<file path="src/logic/qosc_regs.vh">
// register map, field layout and encodings of the priority classifier
`ifndef QOSC_REGS_VH
`define QOSC_REGS_VH

`define QOSC_ADDR_W 12
`define QOSC_OFF_CTRL 12'h000
`define QOSC_OFF_STATUS 12'h004
`define QOSC_OFF_FILL 12'h008
`define QOSC_OFF_TAG_TBL 12'h00C
`define QOSC_OFF_DSCP_LO 12'h010
`define QOSC_OFF_DSCP_HI 12'h014
`define QOSC_OFF_ENTRY 12'h018

`define QOSC_MODE_W 2
`define QOSC_MODE_OFF 2'h0
`define QOSC_MODE_TAG 2'h1
`define QOSC_MODE_DSCP 2'h2

`define QOSC_CTRL_MODE_LSB 0
`define QOSC_CTRL_DEF_BIT 4

`define QOSC_FILL_GO_BIT 0
`define QOSC_FILL_VAL_BIT 1

`define QOSC_ENT_IDX_LSB 0
`define QOSC_ENT_VAL_BIT 8
`define QOSC_ENT_TBL_BIT 9

`define QOSC_TAG_N 8
`define QOSC_DSCP_N 64
`define QOSC_PRIO_NORMAL 1'h0
`define QOSC_PRIO_HIGH 1'h1

`define QOSC_RST_CTRL 32'h00000000

`endif

</file>
<file path="src/logic/qosc_table.v">
// one-bit-per-entry lookup table with bulk fill and registered read
`timescale 1ns/1ps
module qosc_table #(
  parameter DEPTH = 64,
  parameter AW = 6
) (
  input wire core_clk,
  input wire rst,
  input wire wr_en,
  input wire [AW-1:0] wr_idx,
  input wire wr_val,
  input wire fill_en,
  input wire fill_val,
  input wire [AW-1:0] rd_idx,
  output reg rd_val_q,
  output wire [DEPTH-1:0] all_bits
);
  reg [DEPTH-1:0] mem_q;
  integer i;

  assign all_bits = mem_q;

  always @(posedge core_clk or posedge rst) begin
    if (rst) begin
      mem_q <= {DEPTH{1'b0}};
      rd_val_q <= 1'b0;
    end else begin
      if (fill_en) begin
        for (i = 0; i < DEPTH; i = i + 1) begin
          mem_q[i] <= fill_val;
        end
      end else if (wr_en) begin
        mem_q[wr_idx] <= wr_val;
      end
      rd_val_q <= mem_q[rd_idx];
    end
  end
endmodule

</file>
<file path="src/logic/qosc_classifier.v">
// two-level priority classifier with APB configuration
//
// The APB interface to the registers and the placing of the registers were chosen for this implementation.
`timescale 1ns/1ps
`include "qosc_regs.vh"
module qosc_classifier (
  input wire core_clk,
  input wire rst,
  input wire psel,
  input wire penable,
  input wire pwrite,
  input wire [`QOSC_ADDR_W-1:0] paddr,
  input wire [31:0] pwdata,
  output wire pready,
  output reg [31:0] prdata,
  output wire pslverr,
  input wire frm_valid,
  output wire frm_ready,
  input wire frm_has_tag,
  input wire [2:0] frm_user_prio,
  input wire frm_is_ip,
  input wire [5:0] frm_dscp,
  output reg cls_valid_q,
  output reg cls_high_q,
  input wire cls_ready
);

  ////////////////////////////////////////////////////////////////////////////
  // register bus

  reg [`QOSC_MODE_W-1:0] mode_q;
  reg def_prio_q;
  reg [31:0] frames_q;
  wire wr_acc;
  wire rd_acc;
  wire hit;
  wire [7:0] tag_bits;
  wire [63:0] dscp_bits;

  function is_mapped;
    input [`QOSC_ADDR_W-1:0] a;
    begin
      is_mapped = (a == `QOSC_OFF_CTRL) || (a == `QOSC_OFF_STATUS) ||
                  (a == `QOSC_OFF_FILL) || (a == `QOSC_OFF_TAG_TBL) ||
                  (a == `QOSC_OFF_DSCP_LO) || (a == `QOSC_OFF_DSCP_HI) ||
                  (a == `QOSC_OFF_ENTRY);
    end
  endfunction

  // zero-wait slave: every access completes in its first access cycle
  assign pready = 1'b1;
  assign hit = is_mapped(paddr);
  assign pslverr = psel & penable & ~hit;
  assign wr_acc = psel & penable & pwrite & hit;
  assign rd_acc = psel & penable & ~pwrite;

  wire ctrl_wr = wr_acc & (paddr == `QOSC_OFF_CTRL);
  wire fill_wr = wr_acc & (paddr == `QOSC_OFF_FILL) &
                 pwdata[`QOSC_FILL_GO_BIT];
  wire ent_wr = wr_acc & (paddr == `QOSC_OFF_ENTRY);
  wire fill_val = pwdata[`QOSC_FILL_VAL_BIT];
  wire ent_dscp = pwdata[`QOSC_ENT_TBL_BIT];
  wire ent_val = pwdata[`QOSC_ENT_VAL_BIT];
  wire [5:0] ent_idx = pwdata[`QOSC_ENT_IDX_LSB +: 6];

  // bulk fill acts on the table of the mode in force; nothing when off
  wire tag_fill = fill_wr & (mode_q == `QOSC_MODE_TAG);
  wire dscp_fill = fill_wr & (mode_q == `QOSC_MODE_DSCP);
  wire tag_wr = ent_wr & ~ent_dscp;
  wire dscp_wr = ent_wr & ent_dscp;

  always @(posedge core_clk or posedge rst) begin
    if (rst) begin
      mode_q <= `QOSC_MODE_OFF;
      def_prio_q <= `QOSC_PRIO_NORMAL;
    end else if (ctrl_wr) begin
      // the reserved code is refused so exactly one mode stays selected
      if (pwdata[`QOSC_CTRL_MODE_LSB +: `QOSC_MODE_W] != 2'h3) begin
        mode_q <= pwdata[`QOSC_CTRL_MODE_LSB +: `QOSC_MODE_W];
      end
      def_prio_q <= pwdata[`QOSC_CTRL_DEF_BIT];
    end
  end

  always @* begin
    prdata = 32'h00000000;
    if (rd_acc) begin
      case (paddr)
        `QOSC_OFF_CTRL: begin
          prdata[`QOSC_CTRL_MODE_LSB +: `QOSC_MODE_W] = mode_q;
          prdata[`QOSC_CTRL_DEF_BIT] = def_prio_q;
        end
        `QOSC_OFF_STATUS: prdata = frames_q;
        `QOSC_OFF_TAG_TBL: prdata[7:0] = tag_bits;
        `QOSC_OFF_DSCP_LO: prdata = dscp_bits[31:0];
        `QOSC_OFF_DSCP_HI: prdata = dscp_bits[63:32];
        default: prdata = 32'h00000000;
      endcase
    end
  end

  ////////////////////////////////////////////////////////////////////////////
  // lookup tables

  wire tag_rd;
  wire dscp_rd;
  reg [2:0] s1_prio_q;
  reg [5:0] s1_dscp_q;
  wire adv_rd;
  // a stalled stage re-reads its own key, not the waiting descriptor's
  wire [2:0] tag_idx = adv_rd ? frm_user_prio : s1_prio_q;
  wire [5:0] dscp_idx = adv_rd ? frm_dscp : s1_dscp_q;

  qosc_table #(.DEPTH(`QOSC_TAG_N), .AW(3)) u_tag_tbl (
    .core_clk(core_clk),
    .rst(rst),
    .wr_en(tag_wr),
    .wr_idx(ent_idx[2:0]),
    .wr_val(ent_val),
    .fill_en(tag_fill),
    .fill_val(fill_val),
    .rd_idx(tag_idx),
    .rd_val_q(tag_rd),
    .all_bits(tag_bits)
  );

  qosc_table #(.DEPTH(`QOSC_DSCP_N), .AW(6)) u_dscp_tbl (
    .core_clk(core_clk),
    .rst(rst),
    .wr_en(dscp_wr),
    .wr_idx(ent_idx),
    .wr_val(ent_val),
    .fill_en(dscp_fill),
    .fill_val(fill_val),
    .rd_idx(dscp_idx),
    .rd_val_q(dscp_rd),
    .all_bits(dscp_bits)
  );

  ////////////////////////////////////////////////////////////////////////////
  // classification pipeline: table read in stage 1, decision in stage 2

  reg s1_valid_q;
  reg [`QOSC_MODE_W-1:0] s1_mode_q;
  reg s1_has_key_q;
  reg s1_def_q;
  reg cls_d;
  wire advance;

  // a stalled output stalls the parser; table reads follow the stage
  assign advance = ~cls_valid_q | cls_ready;
  assign adv_rd = advance;
  assign frm_ready = advance & ~(s1_valid_q & ~advance);

  always @* begin
    case (s1_mode_q)
      `QOSC_MODE_OFF: cls_d = s1_def_q;
      `QOSC_MODE_TAG: cls_d = s1_has_key_q ? tag_rd :
                              `QOSC_PRIO_NORMAL;
      `QOSC_MODE_DSCP: cls_d = s1_has_key_q ? dscp_rd :
                               `QOSC_PRIO_NORMAL;
      default: cls_d = `QOSC_PRIO_NORMAL;
    endcase
  end

  always @(posedge core_clk or posedge rst) begin
    if (rst) begin
      s1_valid_q <= 1'b0;
      s1_mode_q <= `QOSC_MODE_OFF;
      s1_has_key_q <= 1'b0;
      s1_def_q <= `QOSC_PRIO_NORMAL;
      s1_prio_q <= 3'h0;
      s1_dscp_q <= 6'h00;
      cls_valid_q <= 1'b0;
      cls_high_q <= `QOSC_PRIO_NORMAL;
      frames_q <= 32'h00000000;
    end else if (advance) begin
      s1_valid_q <= frm_valid;
      s1_mode_q <= mode_q;
      s1_def_q <= def_prio_q;
      s1_prio_q <= frm_user_prio;
      s1_dscp_q <= frm_dscp;
      s1_has_key_q <= (mode_q == `QOSC_MODE_TAG) ? frm_has_tag : frm_is_ip;
      cls_valid_q <= s1_valid_q;
      cls_high_q <= cls_d;
      if (s1_valid_q & cls_d) begin
        frames_q <= frames_q + 32'h00000001;
      end
    end
  end

endmodule

</file>
<file path="config.mk">
export PLATFORM = sky130hd
export DESIGN_NAME = qosc_classifier
export DESIGN_NICKNAME = d
export VERILOG_FILES = /design/src/logic/qosc_table.v /design/src/logic/qosc_classifier.v
export VERILOG_INCLUDE_DIRS = /design/src /design/src/logic
export SDC_FILE = /design/constraint.sdc
export NUM_CORES = 1
export LEC_CHECK = 0
export BUFFER_PORTS_ARGS = -buffer_cell sky130_fd_sc_hd__buf_2
export CORE_UTILIZATION = 53
export DETAILED_ROUTE_END_ITERATION = 8
export HOLD_SLACK_MARGIN = 0.05
export PLACE_DENSITY_LB_ADDON = 0.2
export SYNTH_ARGS = -nofsm -noshare
export SYNTH_HDL_FRONTEND = slang
export SYNTH_SLANG_ARGS = --single-unit
</file>
<file path="constraint.sdc">
create_clock -name core_clk -period 3.82 [get_ports core_clk]
set_input_delay 0.382 -clock core_clk [delete_from_list [all_inputs] [get_ports core_clk]]
set_output_delay 0.382 -clock core_clk [all_outputs]
set_load 0.05 [all_outputs]
</file>
==> results of run 1 <==
-- power groups by stage --
| stage | clock (uW) | sequential, uW | combinational, uW |
|---|---|---|---|
| 4_1_cts | 1750 | 1420 | 356 |
| 6_report | 1740 | 1420 | 360 |
| 2_1_floorplan | 0 | 1430 | 242 |
| 3_3_place_gp | 0 | 1430 | 345 |
| 3_5_place_dp | 0 | 1440 | 355 |
| 5_1_grt | 1820 | 1420 | 387 |
-- synth_stat cells, types with 3 or more instances --
cell type | number | share of area, %
o21ai_0 | 6 | 0.39
nand2_1 | 102 | 5.0
nand3_1 | 23 | 1.5
nor4_1 | 8 | 0.65
and3b_1 | 4 | 0.45
o221ai_1 | 3 | 0.34
nor3_1 | 25 | 1.6
a211oi_1 | 34 | 3.3
buf_6 | 5 | 0.73
ha_1 | 4 | 0.65
o31ai_1 | 3 | 0.29
and3_1 | 16 | 1.3
mux2i_1 | 83 | 11
nor2b_1 | 3 | 0.24
inv_1 | 34 | 1.7
a31oi_1 | 4 | 0.32
nand2b_1 | 6 | 0.49
and2_1 | 6 | 0.49
nor3b_1 | 9 | 0.87
xor2_1 | 14 | 1.6
a222oi_1 | 28 | 3.6
nand4_1 | 8 | 0.65
clkbuf_1 | 35 | 1.7
o211ai_1 | 3 | 0.29
mux2_2 | 10 | 1.5
xnor2_1 | 17 | 1.9
buf_2 | 21 | 1.4
a21oi_1 | 85 | 5.5
a22oi_1 | 13 | 1.3
dfrtp_1 | 125 | 40
and4_1 | 3 | 0.34
nor2_1 | 62 | 3.0
-- worst paths after layout --
| kind | endpoint | depth (start not counted) |
|---|---|---|
| max | prdata[8] | 8 |
| min | frames_q[30] | 2 |
| max reg2reg | u_dscp_tbl.rd_val_q | 7 |
| min reg2reg | cls_high_q | 2 |
| max in group asynchronous | frames_q[4] | 3 |
| min in group core_clk | s1_valid_q | 3 |
-- registers in the layout, summed over array words and instances (netlist names) --
| signal | cells |
|---|---|
| s1_prio_q | 3 |
| mode_q | 2 |
| s1_has_key_q | 1 |
| cls_valid_q | 1 |
| s1_dscp_q | 6 |
| s1_def_q | 1 |
| s1_mode_q | 2 |
| s1_valid_q | 1 |
| def_prio_q | 1 |
| u_tag_tbl.all_bits | 8 |
| u_dscp_tbl.rd_val_q | 1 |
| frames_q | 32 |
| u_tag_tbl.rd_val_q | 1 |
| u_dscp_tbl.all_bits | 64 |
| cls_high_q | 1 |
-- through the flow --
stage               hold slack, ps  utilization [%]  power (uW)  setup slack (ps)  area [um2]
detailed placement             467             58.4        1790               804        8200
finish                         101             62.9        3520               745        8830
CTS                            134             62.9        3530               801        8830
global placement               446             58.4        1780               844        8200
global route                   155             62.9        3630               596        8830
floorplan                      440                -        1670               110        7730
-- cells by family after synthesis --
logic type / Yosys count / synth area share, %
buffers and inverters: 100 / 5.81
muxes: 94 / 12.3
other: 1 / 0.0485
AOI/OAI and AO/OA: 189 / 16.5
adders and majority gates: 4 / 0.647
and+or+nand+nor: 304 / 20.7
xor gates and xnor gates: 31 / 3.51
DFF: 125 / 40.5
-- critical path, stage by stage --
cell	delay (ps)
buf_2	100
nor4_2	310
nand3_2	420
nor4b_4	360
buf_4	430
a222oi_1	190
nor2_1	200
buf_2	300
-- final cells by class --
| type | count | area (um2) | area share [%] |
|---|---|---|---|
| Clock buffer | 22 | 464 | 5.26 |
| Clock inverter | 10 | 161 | 1.83 |
| Inverter | 36 | 140 | 1.59 |
| Multi-Input combinational cell | 623 | 4170 | 47.3 |
| Sequential cell | 125 | 3130 | 35.4 |
| Tap cell | 180 | 225 | 2.55 |
| Timing Repair Buffer | 94 | 536 | 6.07 |
-- routing by layer --
metal  global-route usage (%)  routed length [um]  part of all wire (%)
met5                        0                   0                     0
met4                     18.9                1260                   5.0
met3                     7.48                2120                   8.5
met2                     55.4               11700                    47
met1                     45.1                9990                    40
==> flow_summary.yaml, run 1 <==
grt:
  grt_pass1_wl_mm: 39.1
  grt-ovfl-total: 0
  grtUsageTotal_pct: 35.1
  antenna_found_initial: 0
  grt_max_degree: 66
  first_global_vias: 7012
timing:
  fmax_mhz: 325
  drv_slew: 0
  finalHoldViolCount: 0
  rsz0062_at_grt: "no"
  fin_worst_skew_ps: 8.42
  setup_tns_ps: 0
  post-route-period-util_pct: 80.5
  fin_crit_ps: 3080
  setup_viol: 0
  tightest_slew_ps: 853
  slew_headroom_pct: 42.7
placement:
  place_inst: 1058
  place_hpwl_mm: 17.1
  io_buffers: 73
  routabilityCongestion: 0.954
setup_path:
  arrival_ps: 2690
  worst_setup_path_start_kind: "primary input"
  crit_start: "paddr[7]"
  ff2ff_setup_slack_ps: 770
  worstPathMaxFanout: 32
  crit_required_ps: 3440
  end_kind: "output pin"
  timing.rr.start: "s1_dscp_q[0]"
  critPathKind: "in -> out"
cells_and_area:
  area_growth_syn_to_layout_pct: 14.2
  final_common_cell: "dfrtp_1"
  finalNonFillerCells: 1090
  n_antenna_cell: 0
  layout_common_cells: "dfrtp_1, nand2_1, a21oi_1, mux2i_1, buf_2"
  drive_above_1_share_pct: 17.8
  fillers: 1187
  fin_nets: 963
power_and_ir_drop:
  p_seq_share_pct: 40.3
  p_comb_share_pct: 10.2
  ir_drop_uv: 349
  power_density_mw_per_mm2: 399
  p_clk_share_pct: 49.5
  power.leakage_uw: 0.00407
  p_sw_uw: 915
  p_sw_share_pct: 26.0
  p_int_uw: 2610
synthesis:
  ys_types: 65
  yosysSeqAreaShare_pct: 40.5
  synth-main-ff-cell: "dfrtp_1"
  yosysWarnings: 0
  synth-edff-count: 0
  syn-cell-area_mm2: 0.00773
  synth_nets: 914
  avgSynthCellArea_um2: 9.12
  syn_inst: 848
  synthArstFlopShare_pct: 100
  synth-seq-cells: 125
cts:
  clkSinkCount: 125
  cts_hold_buf: 0
  cts_root_buf: "clkbuf_16"
  clock_latency_ps: 430
  ctsHtreeMaxLevel: 4
  clk_pin_slew_ps: 50
  cts-buffers-inserted: 17
  postCtsSetupRepairBufs: 0
  tritoncts: "built"
  clock_path_buffers: 2
  cts_resized: 0
hold_path:
  hp-class: "in -> async"
detailed_routing:
  dr.pass1.iters: 9
  drt_first_iter_violations: 1046
  drc: 0
  postRouteWirelength_mm: 25.0
  antenna_left: 0
  via_per_inst: 6.63
  vias: 7223
  wl_per_cell_um: 23.0
die:
  boundaryPins: 99
  die_w_um: 123
  rows: 43
  die_h_um: 123
  die-area_mm2: 0.0151
  initial_core_util_pct: 55.1
  coreArea_mm2: 0.0140
status:
  status: "completed"
flow_run:
  cap_violations: 0
Power figures use the tool's default switching activity.
==> run 2: changes to the inputs <==
--- a/config.mk
+++ b/config.mk
@@ -6,8 +6,9 @@
 export SDC_FILE = /design/constraint.sdc
 export NUM_CORES = 1
 export LEC_CHECK = 0
+export ABC_AREA = 1
 export BUFFER_PORTS_ARGS = -buffer_cell sky130_fd_sc_hd__buf_2
-export CORE_UTILIZATION = 53
+export CORE_UTILIZATION = 54
 export DETAILED_ROUTE_END_ITERATION = 8
 export HOLD_SLACK_MARGIN = 0.05
 export PLACE_DENSITY_LB_ADDON = 0.2
==> constraint.sdc (replaced) <==
create_clock -name core_clk -period 2.7 [get_ports core_clk]
set_input_delay 0.27 -clock core_clk [delete_from_list [all_inputs] [get_ports core_clk]]
set_output_delay 0.27 -clock core_clk [all_outputs]
set_load 0.05 [all_outputs]
==> run 2 against run 1 <==
  * Area after synthesis grew 11%
  * Worst setup slack worse by 400 ps
  * Total power is 51% higher
  * Register-to-register slack got worse by 420 ps
  * Via count increased by 23%
  * Critical path depth up 3
  * Global-route usage decreased by 1.3 points
  * Cell area increased by 12%
  * Synthesized cell count grew 46%
  * Critical path type is now reg -> reg
  * Largest power group unchanged
  * Highest routed layer unchanged
==> flow_summary.yaml, run 2 <==
synthesis:
  synth_area_leaders: "dfrtp_1, nand2_1, nand3_1, o21ai_0, nor2_1"
  synth_common_cells: "nand2_1, nand3_1, dfrtp_1"
  syn_inst: 1239
  avgSynthCellArea_um2: 6.92
  netlist.area_leader.share_pct: 36.5
  synth.area.mux_share_pct: 0
  synth-main-ff-cell: "dfrtp_1"
  synthAdderAreaFrac_pct: 0.584
  synth_nets: 1305
  synth_top_cell_by_area: "dfrtp_1"
  synth-edff-count: 0
  synth-seq-cells: 125
  yosysWarnings: 0
  synth_most_common_cell: "nand2_1"
  ys_types: 36
  synthXorXnorAreaFrac_pct: 2.86
  synth_top_family_by_area: "simple AND/OR/NAND/NOR gates"
  syn-cell-area_mm2: 0.00857
  yosysSeqAreaShare_pct: 36.5
  synth_compound_area_share_pct: 17.1
  synthArstFlopShare_pct: 100
  yosys.area_share.simple_pct: 33.3
cells_and_area:
  fin_nets: 1364
  layout_common_cells: "nand2_1, nand3_1, dfrtp_1, nor2_1, inv_1"
  area_growth_syn_to_layout_pct: 15.1
  n_antenna_cell: 0
  finalNonFillerCells: 1522
  largest_reg_flops: 64
  drive_above_1_share_pct: 14.3
  final_util_pct: 64.2
  final_common_cell: "nand2_1"
setup_path:
  worst_setup_path_start_kind: "flop"
  critPathKind: "reg -> reg"
  end_kind: "flop"
  timing.rr.start: "s1_mode_q[1]"
  worstPathMaxFanout: 9
  arrival_ps: 2660
  crit_required_ps: 3010
  crit_start: "s1_mode_q[1]"
timing:
  fmax_mhz: 425
  rsz0062_at_grt: "no"
  tightest_slew_ps: 1110
  fin_worst_skew_ps: 7.17
  drv_slew: 0
  post-route-period-util_pct: 87.1
  setup_viol: 0
  setup_slack_ps: 348
  finalHoldViolCount: 0
  setup_tns_ps: 0
  fin_crit_ps: 2350
  slew_headroom_pct: 26.2
flow_run:
  cap_violations: 0
power_and_ir_drop:
  p_sw_share_pct: 27.3
  power.leakage_uw: 0.00467
  power_density_mw_per_mm2: 540
  p_clk_share_pct: 47.2
  p_sw_uw: 1460
  ir_drop_uv: 455
  p_comb_share_pct: 13.5
  p_int_uw: 3870
  p_seq_share_pct: 39.3
  finalPower_uw: 5330
placement:
  place_inst: 1489
  routabilityCongestion: 0.991
  io_buffers: 73
  dp_slack_ps: 370
  place_hpwl_mm: 18.8
die:
  die-area_mm2: 0.0164
  rows: 45
  die_h_um: 128
  boundaryPins: 99
  initial_core_util_pct: 55.8
  coreArea_mm2: 0.0154
  die_w_um: 128
cts:
  ctsHtreeMaxLevel: 4
  clock_latency_ps: 420
  clkSinkCount: 125
  clock_path_buffers: 2
  cts_root_buf: "clkbuf_16"
  tritoncts: "built"
  cts_resized: 0
  cts-buffers-inserted: 17
  clk_pin_slew_ps: 60
grt:
  antenna_found_initial: 0
  grtUsageTotal_pct: 33.8
  grt-ovfl-total: 0
  grt_max_degree: 91
  grt_pass1_wl_mm: 42.6
  first_global_vias: 8033
detailed_routing:
  via_per_inst: 5.85
  wl_per_cell_um: 17.4
  drt_first_iter_violations: 966
  antenna_left: 0
  dr.pass1.iters: 6
  vias: 8900
  drc: 0
  postRouteWirelength_mm: 26.4
hold_path:
  hp-class: "in -> reg"
  hp-start: "frm_valid"
status:
  status: "completed"
[run 2: changes by cell type after synthesis, sizes merged, moves of 28 or more]
cell | before | now
nand2 | 102 | 303
nand3 | 26 | 150
o21ai | 6 | 117
inv | 36 | 123
mux2i | 83 | 0
nor2 | 63 | 132
a21oi | 86 | 19
o211ai | 3 | 61
a211oi | 34 | 0
a222oi | 28 | 0
[run 2: layout make-up]
cell class / count / area, um2
clock buffers: 22 / 494
clock inverters: 10 / 159
fillers: 1378 / 5500
inverters: 123 / 465
multi-input cells: 918 / 4630
flip-flops and latches: 125 / 3130
well taps: 211 / 264
repair buffers: 113 / 731
[run 2: cells by family after synthesis]
logic type,count (synthesis)
buf+inv,196
fa+ha+maj,4
other cells,1
compound gates,238
simple gates,647
flops,125
xor+xnor,28
[run 2: timing repair]
action,CTS,global route
endpoints found under the hold margin,125,0
hold buffers,1,0
buffers inserted,0,0
[run 2: path summary, 6_finish.rpt]
path | end | slack (ps) | cells after the start
worst max-delay path | frames_q[31] | 350 | 11
worst min-delay path | s1_valid_q | 70 | 3
worst min register to register | s1_def_q | 480 | 2
max in group asynchronous | u_dscp_tbl.all_bits[22] | 1770 | 4
min in group asynchronous | cls_high_q | 530 | 4
worst max register to register | frames_q[31] | 350 | 11
[run 2: layer usage]
metal / part of all wire, % / track usage [%] / wire (um) / vias up
met5: 0 / 0 / 0 / -
met4: 2.0 / 10.2 / 520 / 0
met3: 8.5 / 5.88 / 2250 / 46
met2: 44 / 51.7 / 11700 / 438
met1: 45 / 48.9 / 12000 / 4142
li1: - / - / - / 4274
[run 2: power groups by stage]
| stage | logic (uW) | registers [uW] | clock network, uW |
|---|---|---|---|
| 4_1_cts | 715 | 2090 | 2520 |
| 3_3_place_gp | 688 | 2120 | 0 |
| 3_5_place_dp | 700 | 2120 | 0 |
| 6_report | 720 | 2090 | 2510 |
| 5_1_grt | 805 | 2100 | 2610 |
| 2_1_floorplan | 492 | 2100 | 0 |
[run 2: worst max-delay path, cell delays in order, from the launching register on]
cell and delay (ps):
dfrtp_1 370, inv_1 70, ha_1 270, nand3_1 80, o21ai_1 250, nand4_4 210, nor2_2 240, nand3_1 210
nor2_1 210, nand2_1 130, o21ai_1 140, nand2_1 60
[run 2: through the flow]
step / area, um2 / hold slack [ps]
detailed placement: 9210 / 455
global route: 9870 / 76.6
floorplan: 8580 / 391
finish: 9870 / 67.0
global placement: 9210 / 457
CTS: 9870 / 63.6
